<file path="src/include/ais_pkg.sv">
package ais_pkg;
    // register word offsets on the plain register port
    localparam logic [3:0] AIS_OFS_CH0_SEL_1 = 4'h0;
    localparam logic [3:0] AIS_OFS_SCAN_HI_1 = 4'h1;
    localparam logic [3:0] AIS_OFS_SCAN_LO_1 = 4'h2;
    localparam logic [3:0] AIS_OFS_PIN_DIGITAL_MODE_BITS_HI_1 = 4'h3;
    localparam logic [3:0] AIS_OFS_PIN_DIGITAL_MODE_BITS_LO_1 = 4'h4;
    localparam logic [3:0] AIS_OFS_CTRL_1 = 4'h5;
    localparam logic [3:0] AIS_OFS_CH0_SEL_2 = 4'h8;
    localparam logic [3:0] AIS_OFS_SCAN_HI_2 = 4'h9;
    localparam logic [3:0] AIS_OFS_SCAN_LO_2 = 4'hA;
    localparam logic [3:0] AIS_OFS_PIN_DIGITAL_MODE_BITS_LO_2 = 4'hC;
    localparam logic [3:0] AIS_OFS_CTRL_2 = 4'hD;
    localparam logic [3:0] AIS_OFS_STATUS = 4'hF;
    // channel 0 select field layout
    localparam int AIS_POS_A_LSB = 0;
    localparam int AIS_NEG_A_BIT = 7;
    localparam int AIS_POS_B_LSB = 8;
    localparam int AIS_NEG_B_BIT = 15;
    localparam logic [15:0] AIS_CH0_SEL_MASK = 16'h9F9F;
    // control register layout
    localparam int AIS_CTRL_ALT_BIT = 0;
    localparam int AIS_CTRL_SCAN_BIT = 10;
    localparam int AIS_CTRL_DIS_BIT = 15;
    localparam logic [15:0] AIS_CTRL_MASK = 16'h8401;
    localparam logic [15:0] AIS_RESET_VALUE = 16'h0000;
    // negative input source codes
    localparam logic AIS_NEG_REF = 1'b0;
    localparam logic AIS_NEG_AN1 = 1'b1;
endpackage

</file>
<file path="src/design/ais_conv_sel.sv">
`timescale 1ns/1ps
// one converter's channel 0 sequencing: sample a/b alternation and scan walk
module ais_conv_sel
    import ais_pkg::*;
#(
    parameter int NUM_IN = 32,
    parameter int SEL_W = 5
) (
    input wire logic clk_i,
    input wire logic reset_n_i,
    input wire logic ce_i,
    input wire logic sample_i,
    input wire logic [15:0] ch0_sel_i,
    input wire logic [31:0] scan_i,
    input wire logic scan_en_i,
    input wire logic alt_en_i,
    output logic [SEL_W-1:0] pos_o,
    output logic neg_o,
    output logic use_b_o
);
    logic [SEL_W-1:0] scan_ptr;
    logic [SEL_W-1:0] next_scan_ptr;
    logic [SEL_W-1:0] pos_a;
    logic [SEL_W-1:0] pos_b;
    logic found_hi;
    logic found_lo;
    logic [SEL_W-1:0] hi_idx;
    logic [SEL_W-1:0] lo_idx;

    assign pos_a = ch0_sel_i[AIS_POS_A_LSB +: SEL_W];
    assign pos_b = ch0_sel_i[AIS_POS_B_LSB +: SEL_W];

    // next selected input above the pointer, else lowest selected
    always_comb begin
        found_hi = 1'b0;
        found_lo = 1'b0;
        hi_idx = '0;
        lo_idx = '0;
        for (int i = NUM_IN - 1; i >= 0; i--) begin
            if (scan_i[i]) begin
                lo_idx = SEL_W'(i);
                found_lo = 1'b1;
                if (SEL_W'(i) > scan_ptr) begin
                    hi_idx = SEL_W'(i);
                    found_hi = 1'b1;
                end
            end
        end
        if (found_hi) begin
            next_scan_ptr = hi_idx;
        end else if (found_lo) begin
            next_scan_ptr = lo_idx;
        end else begin
            next_scan_ptr = scan_ptr;
        end
    end

    // the pointer holds the last scanned input; the first step after enable takes the lowest
    logic scan_started;
    always_ff @(posedge clk_i or negedge reset_n_i) begin
        if (!reset_n_i) begin
            scan_ptr <= '0;
            scan_started <= 1'b0;
            use_b_o <= 1'b0;
        end else if (ce_i) begin
            // clearing alternation returns to sample a at once, not at the next sample
            if (!alt_en_i) begin
                use_b_o <= 1'b0;
            end else if (sample_i) begin
                use_b_o <= !use_b_o;
            end
            // only step when sample a comes next, so b samples do not skip inputs
            if (!scan_en_i) begin
                scan_started <= 1'b0;
            end else if (sample_i && (!alt_en_i || use_b_o)) begin
                scan_started <= 1'b1;
                if (!scan_started && found_lo) begin
                    scan_ptr <= lo_idx;
                end else begin
                    scan_ptr <= next_scan_ptr;
                end
            end
        end
    end

    always_ff @(posedge clk_i or negedge reset_n_i) begin
        if (!reset_n_i) begin
            pos_o <= '0;
            neg_o <= AIS_NEG_REF;
        end else if (ce_i) begin
            if (use_b_o) begin
                pos_o <= pos_b;
                neg_o <= ch0_sel_i[AIS_NEG_B_BIT];
            end else begin
                pos_o <= (scan_en_i && scan_started) ? scan_ptr : pos_a;
                neg_o <= ch0_sel_i[AIS_NEG_A_BIT];
            end
        end
    end
endmodule

</file>
<file path="src/design/ais_pin_mode.sv">
`timescale 1ns/1ps
// per-pin analog/digital resolution for all 32 pins, the shared pins 0-15 and the first converter's own pins
module ais_pin_mode
    import ais_pkg::*;
#(
    parameter int NUM_PINS = 32
) (
    input wire logic clk_i,
    input wire logic reset_n_i,
    input wire logic ce_i,
    input wire logic [31:0] pcfg1_i,
    input wire logic [15:0] pcfg2_i,
    input wire logic dis1_i,
    input wire logic dis2_i,
    output logic [NUM_PINS-1:0] digital_o
);
    // a net, so every pin slice may be driven from its own generate branch
    wire logic [NUM_PINS-1:0] next_digital;

    genvar g;
    generate
        for (g = 0; g < NUM_PINS; g++) begin : g_pin
            logic dig1;
            logic dig2;
            // a disabled converter forces digital; a shared pin is digital only when both converters claim it
            assign dig1 = dis1_i || pcfg1_i[g];
            if (g < 16) begin : g_shared
                assign dig2 = dis2_i || pcfg2_i[g];
            end else begin : g_first
                assign dig2 = 1'b1;
            end
            assign next_digital[g] = dig1 && dig2;
        end
    endgenerate

    always_ff @(posedge clk_i or negedge reset_n_i) begin
        if (!reset_n_i) begin
            digital_o <= '0;
        end else if (ce_i) begin
            digital_o <= next_digital;
        end
    end
endmodule

</file>
<file path="src/design/ais_top.sv">
// Strobed register access and the register offsets were left to the implementer.
`timescale 1ns/1ps
// Notes on behaviour
// - sample a field picks positive input N
// - sample b field, same mapping, bits 12-8
// - neg bit: 1 input 1, 0 low reference
// - sample b neg bit 15, same encoding
// - second converter reaches inputs 0-15 only
// - scan bit x includes input x
// - scan bits writable; missing input converts reference
// - pin_digital_mode_bits set: digital, port read on, mux grounded
// - pin_digital_mode_bits clear: analog, port read off
// - all pin_digital_mode_bits bits rw; missing pins ignored
// - high pin_digital_mode_bits register only for first converter
// - both low pin_digital_mode_bits registers affect shared pins
// - disabled converter: pins digital, pin_digital_mode_bits ignored; a shared pin still follows the other converter's claim
// - unimplemented read zero; reset clears all
// - scan enable steps sample a positive input
// - alternate enable swaps sample a and b
module ais_top
    import ais_pkg::*;
#(
    parameter int NUM_PINS = 32
) (
    input wire logic clk_i,
    input wire logic reset_n_i,
    input wire logic ce_i,
    input wire logic [3:0] addr_i,
    input wire logic [15:0] wdata_i,
    input wire logic wr_i,
    input wire logic rd_i,
    input wire logic sample1_i,
    input wire logic sample2_i,
    output logic [15:0] rdata_o,
    output logic [4:0] conv1_pos_o,
    output logic conv1_pos_ref_o,
    output logic conv1_neg_o,
    output logic [4:0] conv2_pos_o,
    output logic conv2_pos_ref_o,
    output logic conv2_neg_o,
    output logic [31:0] pin_digital_o,
    output logic [31:0] port_read_en_o,
    output logic [31:0] mux_ground_o
);
    logic [15:0] ch0_sel1;
    logic [15:0] ch0_sel2;
    logic [31:0] scan1;
    logic [31:0] scan2;
    logic [31:0] pcfg1;
    logic [15:0] pcfg2;
    logic [15:0] ctrl1;
    logic [15:0] ctrl2;
    logic [4:0] pos1;
    logic [3:0] pos2;
    logic neg1;
    logic neg2;
    logic use_b1;
    logic use_b2;
    logic [31:0] dig;

    function automatic logic hit(input logic [3:0] a, input logic [3:0] ofs);
        return wr_i && (a == ofs);
    endfunction

    // register writes; unimplemented bits never store
    always_ff @(posedge clk_i or negedge reset_n_i) begin
        if (!reset_n_i) begin
            ch0_sel1 <= AIS_RESET_VALUE;
            ch0_sel2 <= AIS_RESET_VALUE;
            scan1 <= {AIS_RESET_VALUE, AIS_RESET_VALUE};
            scan2 <= {AIS_RESET_VALUE, AIS_RESET_VALUE};
            pcfg1 <= {AIS_RESET_VALUE, AIS_RESET_VALUE};
            pcfg2 <= AIS_RESET_VALUE;
            ctrl1 <= AIS_RESET_VALUE;
            ctrl2 <= AIS_RESET_VALUE;
        end else if (ce_i) begin
            if (hit(addr_i, AIS_OFS_CH0_SEL_1)) begin
                ch0_sel1 <= wdata_i & AIS_CH0_SEL_MASK;
            end
            if (hit(addr_i, AIS_OFS_CH0_SEL_2)) begin
                ch0_sel2 <= wdata_i & AIS_CH0_SEL_MASK;
            end
            if (hit(addr_i, AIS_OFS_SCAN_HI_1)) begin
                scan1[31:16] <= wdata_i;
            end
            if (hit(addr_i, AIS_OFS_SCAN_LO_1)) begin
                scan1[15:0] <= wdata_i;
            end
            if (hit(addr_i, AIS_OFS_SCAN_HI_2)) begin
                scan2[31:16] <= wdata_i;
            end
            if (hit(addr_i, AIS_OFS_SCAN_LO_2)) begin
                scan2[15:0] <= wdata_i;
            end
            if (hit(addr_i, AIS_OFS_PIN_DIGITAL_MODE_BITS_HI_1)) begin
                pcfg1[31:16] <= wdata_i;
            end
            if (hit(addr_i, AIS_OFS_PIN_DIGITAL_MODE_BITS_LO_1)) begin
                pcfg1[15:0] <= wdata_i;
            end
            if (hit(addr_i, AIS_OFS_PIN_DIGITAL_MODE_BITS_LO_2)) begin
                pcfg2 <= wdata_i;
            end
            if (hit(addr_i, AIS_OFS_CTRL_1)) begin
                ctrl1 <= wdata_i & AIS_CTRL_MASK;
            end
            if (hit(addr_i, AIS_OFS_CTRL_2)) begin
                ctrl2 <= wdata_i & AIS_CTRL_MASK;
            end
        end
    end

    // read data valid the cycle after the strobe; unmapped reads zero
    always_ff @(posedge clk_i or negedge reset_n_i) begin
        if (!reset_n_i) begin
            rdata_o <= 16'h0000;
        end else if (ce_i) begin
            if (rd_i) begin
                unique case (addr_i)
                    AIS_OFS_CH0_SEL_1: rdata_o <= ch0_sel1;
                    AIS_OFS_SCAN_HI_1: rdata_o <= scan1[31:16];
                    AIS_OFS_SCAN_LO_1: rdata_o <= scan1[15:0];
                    AIS_OFS_PIN_DIGITAL_MODE_BITS_HI_1: rdata_o <= pcfg1[31:16];
                    AIS_OFS_PIN_DIGITAL_MODE_BITS_LO_1: rdata_o <= pcfg1[15:0];
                    AIS_OFS_CTRL_1: rdata_o <= ctrl1;
                    AIS_OFS_CH0_SEL_2: rdata_o <= ch0_sel2;
                    AIS_OFS_SCAN_HI_2: rdata_o <= scan2[31:16];
                    AIS_OFS_SCAN_LO_2: rdata_o <= scan2[15:0];
                    AIS_OFS_PIN_DIGITAL_MODE_BITS_LO_2: rdata_o <= pcfg2;
                    AIS_OFS_CTRL_2: rdata_o <= ctrl2;
                    AIS_OFS_STATUS: rdata_o <= {14'h0000, use_b2, use_b1};
                    default: rdata_o <= 16'h0000;
                endcase
            end else begin
                rdata_o <= 16'h0000;
            end
        end
    end

    ais_conv_sel #(
        .NUM_IN(32),
        .SEL_W(5)
    ) u_sel1 (
        .clk_i(clk_i),
        .reset_n_i(reset_n_i),
        .ce_i(ce_i),
        .sample_i(sample1_i),
        .ch0_sel_i(ch0_sel1),
        .scan_i(scan1),
        .scan_en_i(ctrl1[AIS_CTRL_SCAN_BIT]),
        .alt_en_i(ctrl1[AIS_CTRL_ALT_BIT]),
        .pos_o(pos1),
        .neg_o(neg1),
        .use_b_o(use_b1)
    );

    // second converter only sees four select bits and scan bits 0-15
    ais_conv_sel #(
        .NUM_IN(16),
        .SEL_W(4)
    ) u_sel2 (
        .clk_i(clk_i),
        .reset_n_i(reset_n_i),
        .ce_i(ce_i),
        .sample_i(sample2_i),
        .ch0_sel_i({ch0_sel2[15], 3'b000, ch0_sel2[11:8], ch0_sel2[7], 3'b000, ch0_sel2[3:0]}),
        .scan_i({16'h0000, scan2[15:0]}),
        .scan_en_i(ctrl2[AIS_CTRL_SCAN_BIT]),
        .alt_en_i(ctrl2[AIS_CTRL_ALT_BIT]),
        .pos_o(pos2),
        .neg_o(neg2),
        .use_b_o(use_b2)
    );

    ais_pin_mode #(
        .NUM_PINS(32)
    ) u_pins (
        .clk_i(clk_i),
        .reset_n_i(reset_n_i),
        .ce_i(ce_i),
        .pcfg1_i(pcfg1),
        .pcfg2_i(pcfg2),
        .dis1_i(ctrl1[AIS_CTRL_DIS_BIT]),
        .dis2_i(ctrl2[AIS_CTRL_DIS_BIT]),
        .digital_o(dig)
    );

    // a select beyond the fitted pins converts the low reference instead
    always_ff @(posedge clk_i or negedge reset_n_i) begin
        if (!reset_n_i) begin
            conv1_pos_o <= 5'h00;
            conv1_pos_ref_o <= 1'b0;
            conv1_neg_o <= AIS_NEG_REF;
            conv2_pos_o <= 5'h00;
            conv2_pos_ref_o <= 1'b0;
            conv2_neg_o <= AIS_NEG_REF;
        end else if (ce_i) begin
            conv1_pos_o <= pos1;
            conv1_pos_ref_o <= (32'(pos1) >= NUM_PINS);
            conv1_neg_o <= neg1;
            conv2_pos_o <= {1'b0, pos2};
            conv2_pos_ref_o <= (32'(pos2) >= NUM_PINS);
            conv2_neg_o <= neg2;
        end
    end

    // pins at and above NUM_PINS do not exist: held analog-idle, bits ignored
    always_ff @(posedge clk_i or negedge reset_n_i) begin
        if (!reset_n_i) begin
            pin_digital_o <= 32'h0000_0000;
            port_read_en_o <= 32'h0000_0000;
            mux_ground_o <= 32'h0000_0000;
        end else if (ce_i) begin
            for (int i = 0; i < 32; i++) begin
                pin_digital_o[i] <= (i < NUM_PINS) && dig[i];
                port_read_en_o[i] <= (i < NUM_PINS) && dig[i];
                mux_ground_o[i] <= (i < NUM_PINS) && dig[i];
            end
        end
    end
endmodule

</file>
<file path="config.mk">
export PLATFORM = sky130hd
export DESIGN_NAME = ais_top
export DESIGN_NICKNAME = d
export VERILOG_FILES = /design/src/include/ais_pkg.sv /design/src/design/ais_conv_sel.sv /design/src/design/ais_pin_mode.sv /design/src/design/ais_top.sv
export SDC_FILE = /design/constraint.sdc
export NUM_CORES = 1
export LEC_CHECK = 0
export BUFFER_PORTS_ARGS = -buffer_cell sky130_fd_sc_hd__clkbuf_2
export CORE_AREA = 2 2 218 220
export DETAILED_ROUTE_END_ITERATION = 10
export DIE_AREA = 0 0 220 222
export PLACE_DENSITY = 0.46
export SLEW_MARGIN = 20
export SYNTH_ARGS = -nofsm -noshare
export SYNTH_HDL_FRONTEND = slang
export SYNTH_SLANG_ARGS = --single-unit
</file>
<file path="constraint.sdc">
create_clock -name clk_i -period 3.4 [get_ports clk_i]
set_input_delay 0.68 -clock clk_i [delete_from_list [all_inputs] [get_ports clk_i]]
set_output_delay 0.68 -clock clk_i [all_outputs]
set_load 0.05 [all_outputs]
</file>
* After elaboration in Yosys (flattened, before gate mapping) *
Index checks and enable logic that the tools add are counted.

storage, ports and cells
  register bits after elaboration = 257
  bits in latches = 0
  RAM bits = 0
  ROM bits = 0
  bits of input ports = 27
  output and inout port bits = 126
  memories = 0

cells by class
  $add $sub $neg = 0
  multipliers = 0
  divide/modulo/power cells = 0
  magnitude comparators = 48
  equality and inequality tests = 15
  shifts and indexed selects = 0
  mux-type cells = 310
  bitwise gates (word level) = 0
  reductions and logical operators = 109

operators by type and width
  kind                count
  $mux 5              101
  $mux 4              53
  $pmux 16 s12        1
  $mux 1              154
  $gt 5x5->1 const A  16
  $logic_or 1x1->1    50
  $gt 4x5->1 const A  8
  $logic_and 1x1->1   33
  $gt 4x4->1 const A  8
  $reduce_and 2->1    15
  $eq 4x4->1 const B  6
  $gt 3x5->1 const A  4
  $gt 3x4->1 const A  4
  $mux 16             1
  $gt 1x5->1 const A  2
  $gt 2x5->1 const A  2
  $eq 4x2->1 const B  2
  $eq 4x3->1 const B  2
  $gt 1x4->1 const A  2
  $gt 2x4->1 const A  2
  $reduce_and 4->1    2
  $logic_not 1->1     6
  $reduce_bool 3->1   2
  $eq 4x1->1 const B  1
  other kinds (3)     5

* Logic depth before layout (Yosys ltp) *
Gate-level depths: netlist of run 1.

  depth in word-level cells = 67
  gate-level depth with buffers = 10
  depth with buffers taken out = 7

* Modules after synthesis *
A second synthesis of run 1 with hierarchy kept.

second synthesis, totals
  cells, all modules = 1312
  area total of the unflattened synthesis = 14176.1 um^2

by module, submodules not included
  module                 times used  cells an instance  area each (um^2)  sequential area each (um^2)
  ais_top                1           734                9640.5            5029.8
  ais_conv_sel (u_sel1)  1           288                2004.4            325.3
  ais_pin_mode           1           140                1380.1            800.8
  ais_conv_sel (u_sel2)  1           150                1151.1            275.3

* Worst setup path before layout of run 1 *
OpenSTA, ideal clock, no wires.

  kind = in2reg
  start = input addr_i[3]
  end = register pcfg1[22]
  setup time = 0.125 ns
  arrival time = 2.324 ns
  data required time = 3.275 ns
  setup slack = 0.951 ns
  cell stages on the path = 5
  path through = clkbuf_1 buf_1 nor4_2 buf_2 mux2_2

on the way
  word-level cells in the longest chain between the ends = 3

ends and longest elaborated chain
  what                        line           RTL
  from (decl)                 ais_top.sv:28  input wire logic [3:0] addr_i,
  $eq 4x2->1                  ais_top.sv:62  return wr_i && (a == ofs);
  $logic_and 1x1->1           ais_top.sv:62
  $reduce_and 2->1 (no line)  --
  to (signal assigned)        ais_top.sv:72  pcfg1 <= {AIS_RESET_VALUE, AIS_RESET_VALUE};
  to (signal assigned)        ais_top.sv:96  pcfg1[31:16] <= wdata_i;
  to (decl)                   ais_top.sv:49  logic [31:0] pcfg1;

No other way between the ends.
A chain may end at the register's enable or synchronous reset.

* Worst setup path after layout of run 1 *
  start = register u_sel1.scan_ptr[2]
  end = register u_sel1.scan_ptr[3]

on the way
  word-level cells in the longest chain between the ends = 67

ends and longest elaborated chain
  what                                                   line                RTL
  from (decl)                                            ais_conv_sel.sv:21  logic [SEL_W-1:0] scan_ptr;
  from (signal assigned)                                 ais_conv_sel.sv:78  scan_ptr <= lo_idx;
  from (signal assigned)                                 ais_conv_sel.sv:80  scan_ptr <= next_scan_ptr;
  $gt 5x5->1                                             ais_conv_sel.sv:43  if (SEL_W'(i) > scan_ptr) begin
  $mux 1 or $mux 5 (tied branches)                       ais_conv_sel.sv:43
  $mux 1 or $mux 5 (tied branches)                       ais_conv_sel.sv:40  if (scan_i[i]) begin
  $mux 1 or $mux 5 (tied branches)                       ais_conv_sel.sv:43
  $mux 1 or $mux 5 (tied branches)                       ais_conv_sel.sv:40
  $mux 1 or $mux 5 (tied branches)                       ais_conv_sel.sv:43
  $mux 1 or $mux 5 (tied branches)                       ais_conv_sel.sv:40
  $mux 1 or $mux 5 (tied branches)                       ais_conv_sel.sv:43
  [51 not listed]                                        --
  $mux 1 or $mux 5 (tied branches)                       ais_conv_sel.sv:43
  $mux 1 or $mux 5 (tied branches)                       ais_conv_sel.sv:40
  $mux 1 or $mux 5 (tied branches)                       ais_conv_sel.sv:43
  $mux 1 or $mux 5 (tied branches)                       ais_conv_sel.sv:40
  $mux 1 or $mux 5 (tied branches)                       ais_conv_sel.sv:43
  $mux 1 or $mux 5 (tied branches)                       ais_conv_sel.sv:40
  $reduce_bool 3->1 (no line) or $mux 5 (tied branches)  --
  $reduce_and 4->1 (no line) or $mux 5 (tied branches)   --

Parallel ways exist; a longest one is shown, timed or not.

==> flow_metrics.env, run 1 <==
export IMPL_ys_seq_area_frac=0.481
export IMPL_p_per_area_mw_per_mm2=806
export IMPL_worstSetupEndpointType="flop"
export IMPL_synth_cells=1273
export IMPL_hold_class="primary input to async pin"
export IMPL_timing_final_crit_share=0.870
export IMPL_htreeDepth=1
export IMPL_max_slew_worst_pin_slew_ps=1140
export IMPL_cts_setup_buffers=0
export IMPL_synth_avg_cell_area_um2=10.5
export IMPL_clk_path_buf_depth=3
export IMPL_grt_pass1_vias=10349
export IMPL_fin_area_mm2=0.0154
export IMPL_wl_mm=46.1
export IMPL_crit_path_max_fanout=28
export IMPL_crit_path_start_kind="flop"
export IMPL_yosys_most_used_dff="dfrtp_1"
export IMPL_crit_start="u_sel1.scan_ptr[2]$_DFFE_PN0P_"
export IMPL_synth_area_top_cells="dfrtp_1 48%, mux2_2 16%, buf_4 4.1%"
export IMPL_synth_edff_count=0
export IMPL_finalWorstSetupSlack_ps=442
export IMPL_critical_path_class="flop to flop"
export IMPL_status="complete, no violations"
export IMPL_finalSetupViolCount=0
export IMPL_drt_iter0_markers=820
export IMPL_rr_startpoint="u_sel1.scan_ptr[2]$_DFFE_PN0P_"
export IMPL_postRouteAntennaNets=0
export IMPL_num_vias=10396
export IMPL_drtPass1Iterations=7
export IMPL_cts_hold_buffers=0
export IMPL_final_setup_skew_ps=6.52
export IMPL_p_leak_uw=0.00671
export IMPL_yosysTopAreaCellShare=0.481
export IMPL_viasPerCell=5.29
export IMPL_row_count=79
export IMPL_coreArea_mm2=0.0463
export IMPL_antenna_found_initial=2
export IMPL_post_dp_cell_area_mm2=0.0144
export IMPL_track_usage=0.189
export IMPL_clock_latency_ps=580
export IMPL_die_w_um=220
export IMPL_synthDistinctLibCells=72
export IMPL_grt_pass1_wl_mm=70.2
export IMPL_cts_buffers=29
export IMPL_ys_warn_count=0
export IMPL_dp_hpwl_mm=32.6
export IMPL_crit_arrival_ps=3460
export IMPL_synthesis_area_mm2=0.0134
export IMPL_dieArea_mm2=0.0488
export IMPL_rsz0062_at_grt="no"
export IMPL_portBuffers=149
export IMPL_finish_net_count=1363
export IMPL_max_cap_violations=0
export IMPL_grt_max_degree=126
export IMPL_io_pins=153
export IMPL_grt_remaining_overflow=0
export IMPL_clk_pin_slew_ps=60
export IMPL_wire_per_inst_um=23.5
export IMPL_async_reset_ff_frac=1.00
export IMPL_maxSlewViolCount=0
export IMPL_synth_seq_cells=257
export IMPL_tns_ps=0
export IMPL_hold_viol_final=0
export IMPL_finalCriticalPeriod_ps=2960
export IMPL_cts_tree="built"
export IMPL_drive_gt1_frac=0.325
export IMPL_drc=0
export IMPL_post_cts_resized=0
export IMPL_fmax_mhz=338
export IMPL_relSlewSlack=0.234
export IMPL_clock_sinks=257
export IMPL_cts_root_buf="clkbuf_16"
export IMPL_peakVddDrop_mv=0.574
export IMPL_die_h_um=222
export IMPL_gp_congestion=0.880
export IMPL_area_delta_synth_final_pct=15.2
export IMPL_dp_slack_ps=470
export IMPL_start_util=0.289
export IMPL_required_ps=3900
export IMPL_synth_top_area_cell="dfrtp_1"
power breakdown:
group	internal, uW	switching [uW]	leakage, uW
clock	2070	1330	0.000502
combinational	1390	2820	0.00295
sequential	3740	1070	0.00325
total	7190	5210	0.00671
per-layer routing:
layer | vias up | GRT usage | part of all wire
met3 | 52 | 0.0232 | 0.048
li1 | 4729 | - | -
met2 | 285 | 0.302 | 0.47
met4 | 2 | 0.0470 | 0.020
met5 | - | 0 | 0.00028
met1 | 5328 | 0.271 | 0.46
through the flow:
step	utilization	std cells	hold WS, ps	total power [uW]
2_1_floorplan	-	1275	384	7940
3_3_place_gp	0.310	1912	486	9060
3_5_place_dp	0.310	1912	488	9070
4_1_cts	0.333	1964	70.6	12500
5_1_grt	0.333	1965	103	13100
6_report	0.333	1965	66.1	12400
worst max-delay path: stages (launching register included):
cell,delay (ps)
dfrtp_1,970
nand4_1,340
a21oi_1,330
o22ai_1,170
nor4b_2,500
a21oi_4,120
mux2_1,330
o21ai_1,120
cells in the final DEF (no fill, tap or decap), types with 7 or more instances in the layout:
cell       count
nor2b_1       17
nor4_1         9
a22oi_1       29
o221ai_1      18
o31ai_1        8
nand2_1       76
inv_1         55
o22ai_1       21
nand4_1       10
o211ai_1      16
clkbuf_2     147
clkbuf_8       9
dfrtp_1      257
nor2_1        81
a21oi_1       60
a21boi_0      13
a31oi_1       10
clkbuf_16     29
o21bai_1       7
nand3_1       27
nor3_1        16
nand2b_1      10
o21ai_0       69
buf_4         33
mux2_2       187
mux2i_1       13
a222oi_1      16
cells by family (layout without fill, tap and decap cells):
kind of cell,Yosys count,in the layout,share of synthesized area
xor+xnor,1,1,0.000655
buf+inv,209,291,0.0816
simple gates,283,283,0.105
flops,257,257,0.481
compound gates,321,321,0.163
other cells,1,4,0.000280
mux,201,201,0.168
Yosys cell counts (7+ instances only):
master / n
buf_2: 20
inv_1: 55
nand4_1: 10
nor2_1: 82
nand2_1: 76
buf_4: 73
o31ai_1: 8
a22oi_1: 29
nand3_1: 27
o22ai_1: 21
nor2b_1: 17
o21ai_0: 69
a21oi_1: 60
o21bai_1: 7
a21boi_0: 13
o221ai_1: 18
clkbuf_1: 52
nand2b_1: 10
a222oi_1: 16
dfrtp_1: 257
o211ai_1: 16
nor4_1: 11
mux2_2: 187
a31oi_1: 10
mux2i_1: 13
buf_1: 8
nor3_1: 18
registers in the layout, summed over array words and instances (netlist names), 3 cells and up:
signal / flops
mux_ground_o: 32
pcfg1: 32
scan1: 32
scan2: 32
u_pins.digital_o: 32
pcfg2: 16
rdata_o: 16
ch0_sel1: 12
ch0_sel2: 12
conv1_pos_o: 5
u_sel1.pos_o: 5
u_sel1.scan_ptr: 5
conv2_pos_o: 4
u_sel2.pos_o: 4
u_sel2.scan_ptr: 4
ctrl1: 3
ctrl2: 3
worst paths after layout:
path                                             endpoint  slack (ps)  cells past startpoint
setup / recovery           u_sel1.scan_ptr[3]$_DFFE_PN0P_         440                      7
hold / removal               mux_ground_o[29]$_DFFE_PN0P_          70                      1
setup reg to reg           u_sel1.scan_ptr[3]$_DFFE_PN0P_         440                      7
hold reg to reg                conv2_pos_o[3]$_DFFE_PN0P_         500                      1
max in group asynchronous  u_sel1.scan_ptr[0]$_DFFE_PN0P_        2450                      2
min in group clk_i             u_sel1.use_b_o$_DFFE_PN0P_         380                      2
area by class of cell:
| type | count | area (um^2) |
|---|---|---|
| antenna | 1 | 2.50 |
| clock buffer | 43 | 868 |
| clock inverter | 9 | 165 |
| fill | 4734 | 30900 |
| inverter | 55 | 206 |
| multi-input combinational | 809 | 5910 |
| sequential | 257 | 6430 |
| tap | 607 | 759 |
| timing repair buffer | 184 | 1060 |
Note: power is estimated with default switching activity, not from simulation.
==> run 2, diff against run 1 <==
--- a/config.mk
+++ b/config.mk
@@ -9,6 +9,7 @@
 export CORE_AREA = 2 2 218 220
 export DETAILED_ROUTE_END_ITERATION = 10
 export DIE_AREA = 0 0 220 222
+export MAX_ROUTING_LAYER = met4
 export PLACE_DENSITY = 0.46
 export SLEW_MARGIN = 20
 export SYNTH_ARGS = -nofsm -noshare
==> run 2 against run 1 <==
  * Cell area down 0.41%
  * Sequential share of layout area grew 0.17 points
  * Worst setup slack gained 69 ps
  * Wire length rose by 2.1%
  * Clock power decreased by 4%
  * Sequential cell count stayed put
  * Count of clock-buffer cells in the layout is 2 lower
  * Critical path depth is the same
  * Hold slack improved by 5.2 ps
  * Global-route usage grew 0.76 points
  * Die area did not move
  * Critical endpoint unchanged
  * Largest power group unchanged
  * Highest routed layer is now met4
==> flow_metrics.env, run 2 (synthesis results as in run 1) <==
export IMPL_status="complete, no violations"
export IMPL_io_pins=153
export IMPL_wire_per_inst_um=24.0
export IMPL_start_util=0.289
export IMPL_mostFrequentLayoutCell="dfrtp_1"
export IMPL_grt_pass1_wl_mm=70.5
export IMPL_cts_hold_buffers=0
export IMPL_power_internal_uw=7060
export IMPL_rsz0062_at_grt="no"
export IMPL_drc=0
export IMPL_final_setup_skew_ps=11.8
export IMPL_total_power_uw=12300
export IMPL_grt_busiest_layer="met2"
export IMPL_grt_max_degree=104
export IMPL_p_per_area_mw_per_mm2=802
export IMPL_finalWorstSetupSlack_ps=510
export IMPL_coreArea_mm2=0.0463
export IMPL_grtUsageMet2=0.309
export IMPL_postRouteAntennaNets=0
export IMPL_p_sw_frac=0.426
export IMPL_mostFrequentLayoutCells="257 x dfrtp_1, 187 x mux2_2, 147 x clkbuf_2"
export IMPL_drive_gt1_frac=0.323
export IMPL_clock_latency_ps=590
export IMPL_cts_tree="built"
export IMPL_cts_setup_buffers=0
export IMPL_area_delta_synth_final_pct=14.7
export IMPL_finish_net_count=1362
export IMPL_worstSetupEndpointType="flop"
export IMPL_track_usage=0.197
export IMPL_gp_congestion=0.895
export IMPL_power_frac_comb=0.340
export IMPL_drtPass1Iterations=6
export IMPL_clock_sinks=257
export IMPL_use_met3=0.0215
export IMPL_maxSlewViolCount=0
export IMPL_max_cap_violations=0
export IMPL_grtUsageMet1=0.269
export IMPL_crit_arrival_ps=3400
export IMPL_clkPwrFrac=0.265
export IMPL_portBuffers=149
export IMPL_critical_path_class="flop to flop"
export IMPL_peakVddDrop_mv=0.501
export IMPL_p_leak_uw=0.00668
export IMPL_cts_buffers=30
export IMPL_crit_path_start_kind="flop"
export IMPL_grt_pass1_vias=10381
export IMPL_final_util=0.332
export IMPL_relSlewSlack=0.231
export IMPL_crit_path_max_fanout=23
export IMPL_finalCriticalPeriod_ps=2890
export IMPL_htreeDepth=1
export IMPL_post_dp_cell_area_mm2=0.0143
export IMPL_fmax_mhz=346
export IMPL_drt_iter0_markers=715
export IMPL_ff_latch_area_mm2=0.00643
export IMPL_multi_input_area_mm2=0.00591
export IMPL_grt_remaining_overflow=0
export IMPL_tns_ps=0
export IMPL_dieArea_mm2=0.0488
export IMPL_max_slew_worst_pin_slew_ps=1150
export IMPL_dp_slack_ps=484
export IMPL_switching_power_uw=5240
export IMPL_num_vias=10412
export IMPL_sequentialPowerShare=0.395
export IMPL_timing_final_crit_share=0.850
export IMPL_clk_pin_slew_ps=60
export IMPL_fill_cells=4789
export IMPL_clk_path_buf_depth=3
export IMPL_dp_hpwl_mm=33.2
export IMPL_viasPerCell=5.31
export IMPL_required_ps=3910
export IMPL_post_cts_resized=0
export IMPL_fin_area_mm2=0.0153
export IMPL_hold_class="primary input to async pin"
export IMPL_finalSetupViolCount=0
export IMPL_die_h_um=222
export IMPL_hold_viol_final=0
export IMPL_cts_root_buf="clkbuf_16"
export IMPL_row_count=79
export IMPL_wl_mm=47.1
export IMPL_antenna_found_initial=2
export IMPL_die_w_um=220
==> run 2: path summary, 6_finish.rpt <==
| kind | from | end | slack (ps) | cells after the start |
|---|---|---|---|---|
| max | u_sel1.scan_ptr[2]$_DFFE_PN0P_ | u_sel1.scan_ptr[3]$_DFFE_PN0P_ | 510 | 7 |
| min reg2reg | u_sel2.pos_o[0]$_DFFE_PN0P_ | conv2_pos_o[0]$_DFFE_PN0P_ | 500 | 1 |
| min in group clk_i | sample2_i | u_sel2.use_b_o$_DFFE_PN0P_ | 380 | 2 |
| max in group asynchronous | reset_n_i | pcfg1[11]$_DFFE_PN0P_ | 2430 | 2 |
| max reg2reg | u_sel1.scan_ptr[2]$_DFFE_PN0P_ | u_sel1.scan_ptr[3]$_DFFE_PN0P_ | 510 | 7 |
| min | reset_n_i | mux_ground_o[24]$_DFFE_PN0P_ | 70 | 1 |
==> run 2: metal layers <==
metal | part of all wire | up-vias
li1 | - | 4728
met1 | 0.45 | 5347
met2 | 0.48 | 287
met3 | 0.043 | 50
met4 | 0.019 | 0
met5 | 0 | -
==> run 2: layout make-up <==
cell class              count  share of cell area
well taps                 607              0.0495
multi-input cells         809               0.385
clock inverters             9             0.00963
diodes                      2            0.000326
flip-flops and latches    257               0.419
repair buffers            182              0.0675
clock buffers              41              0.0549
inverters                  55              0.0135
==> run 2: worst max-delay path, cell delays in order (launching register included) <==
cell and delay (ps):
dfrtp_1 900, a21boi_0 280, o22ai_1 310, nand3_1 210, nor4b_2 520, a21oi_4 120
mux2_1 340, o21ai_1 120
==> run 2: power groups by stage <==
stage	clock [uW]	sequential (uW)	combinational, uW
2_1_floorplan	0	4770	3170
3_3_place_gp	0	4900	4170
3_5_place_dp	0	4900	4180
4_1_cts	3360	4850	4200
5_1_grt	3490	4960	4510
6_report	3270	4860	4180
==> run 2: per-stage QoR <==
step / std cells / hold slack, ps
after floorplan: 1275 / 384
final: 1962 / 71.3
after detailed placement: 1910 / 492
after global placement: 1910 / 488
after global routing: 1962 / 103
after CTS: 1960 / 66.7
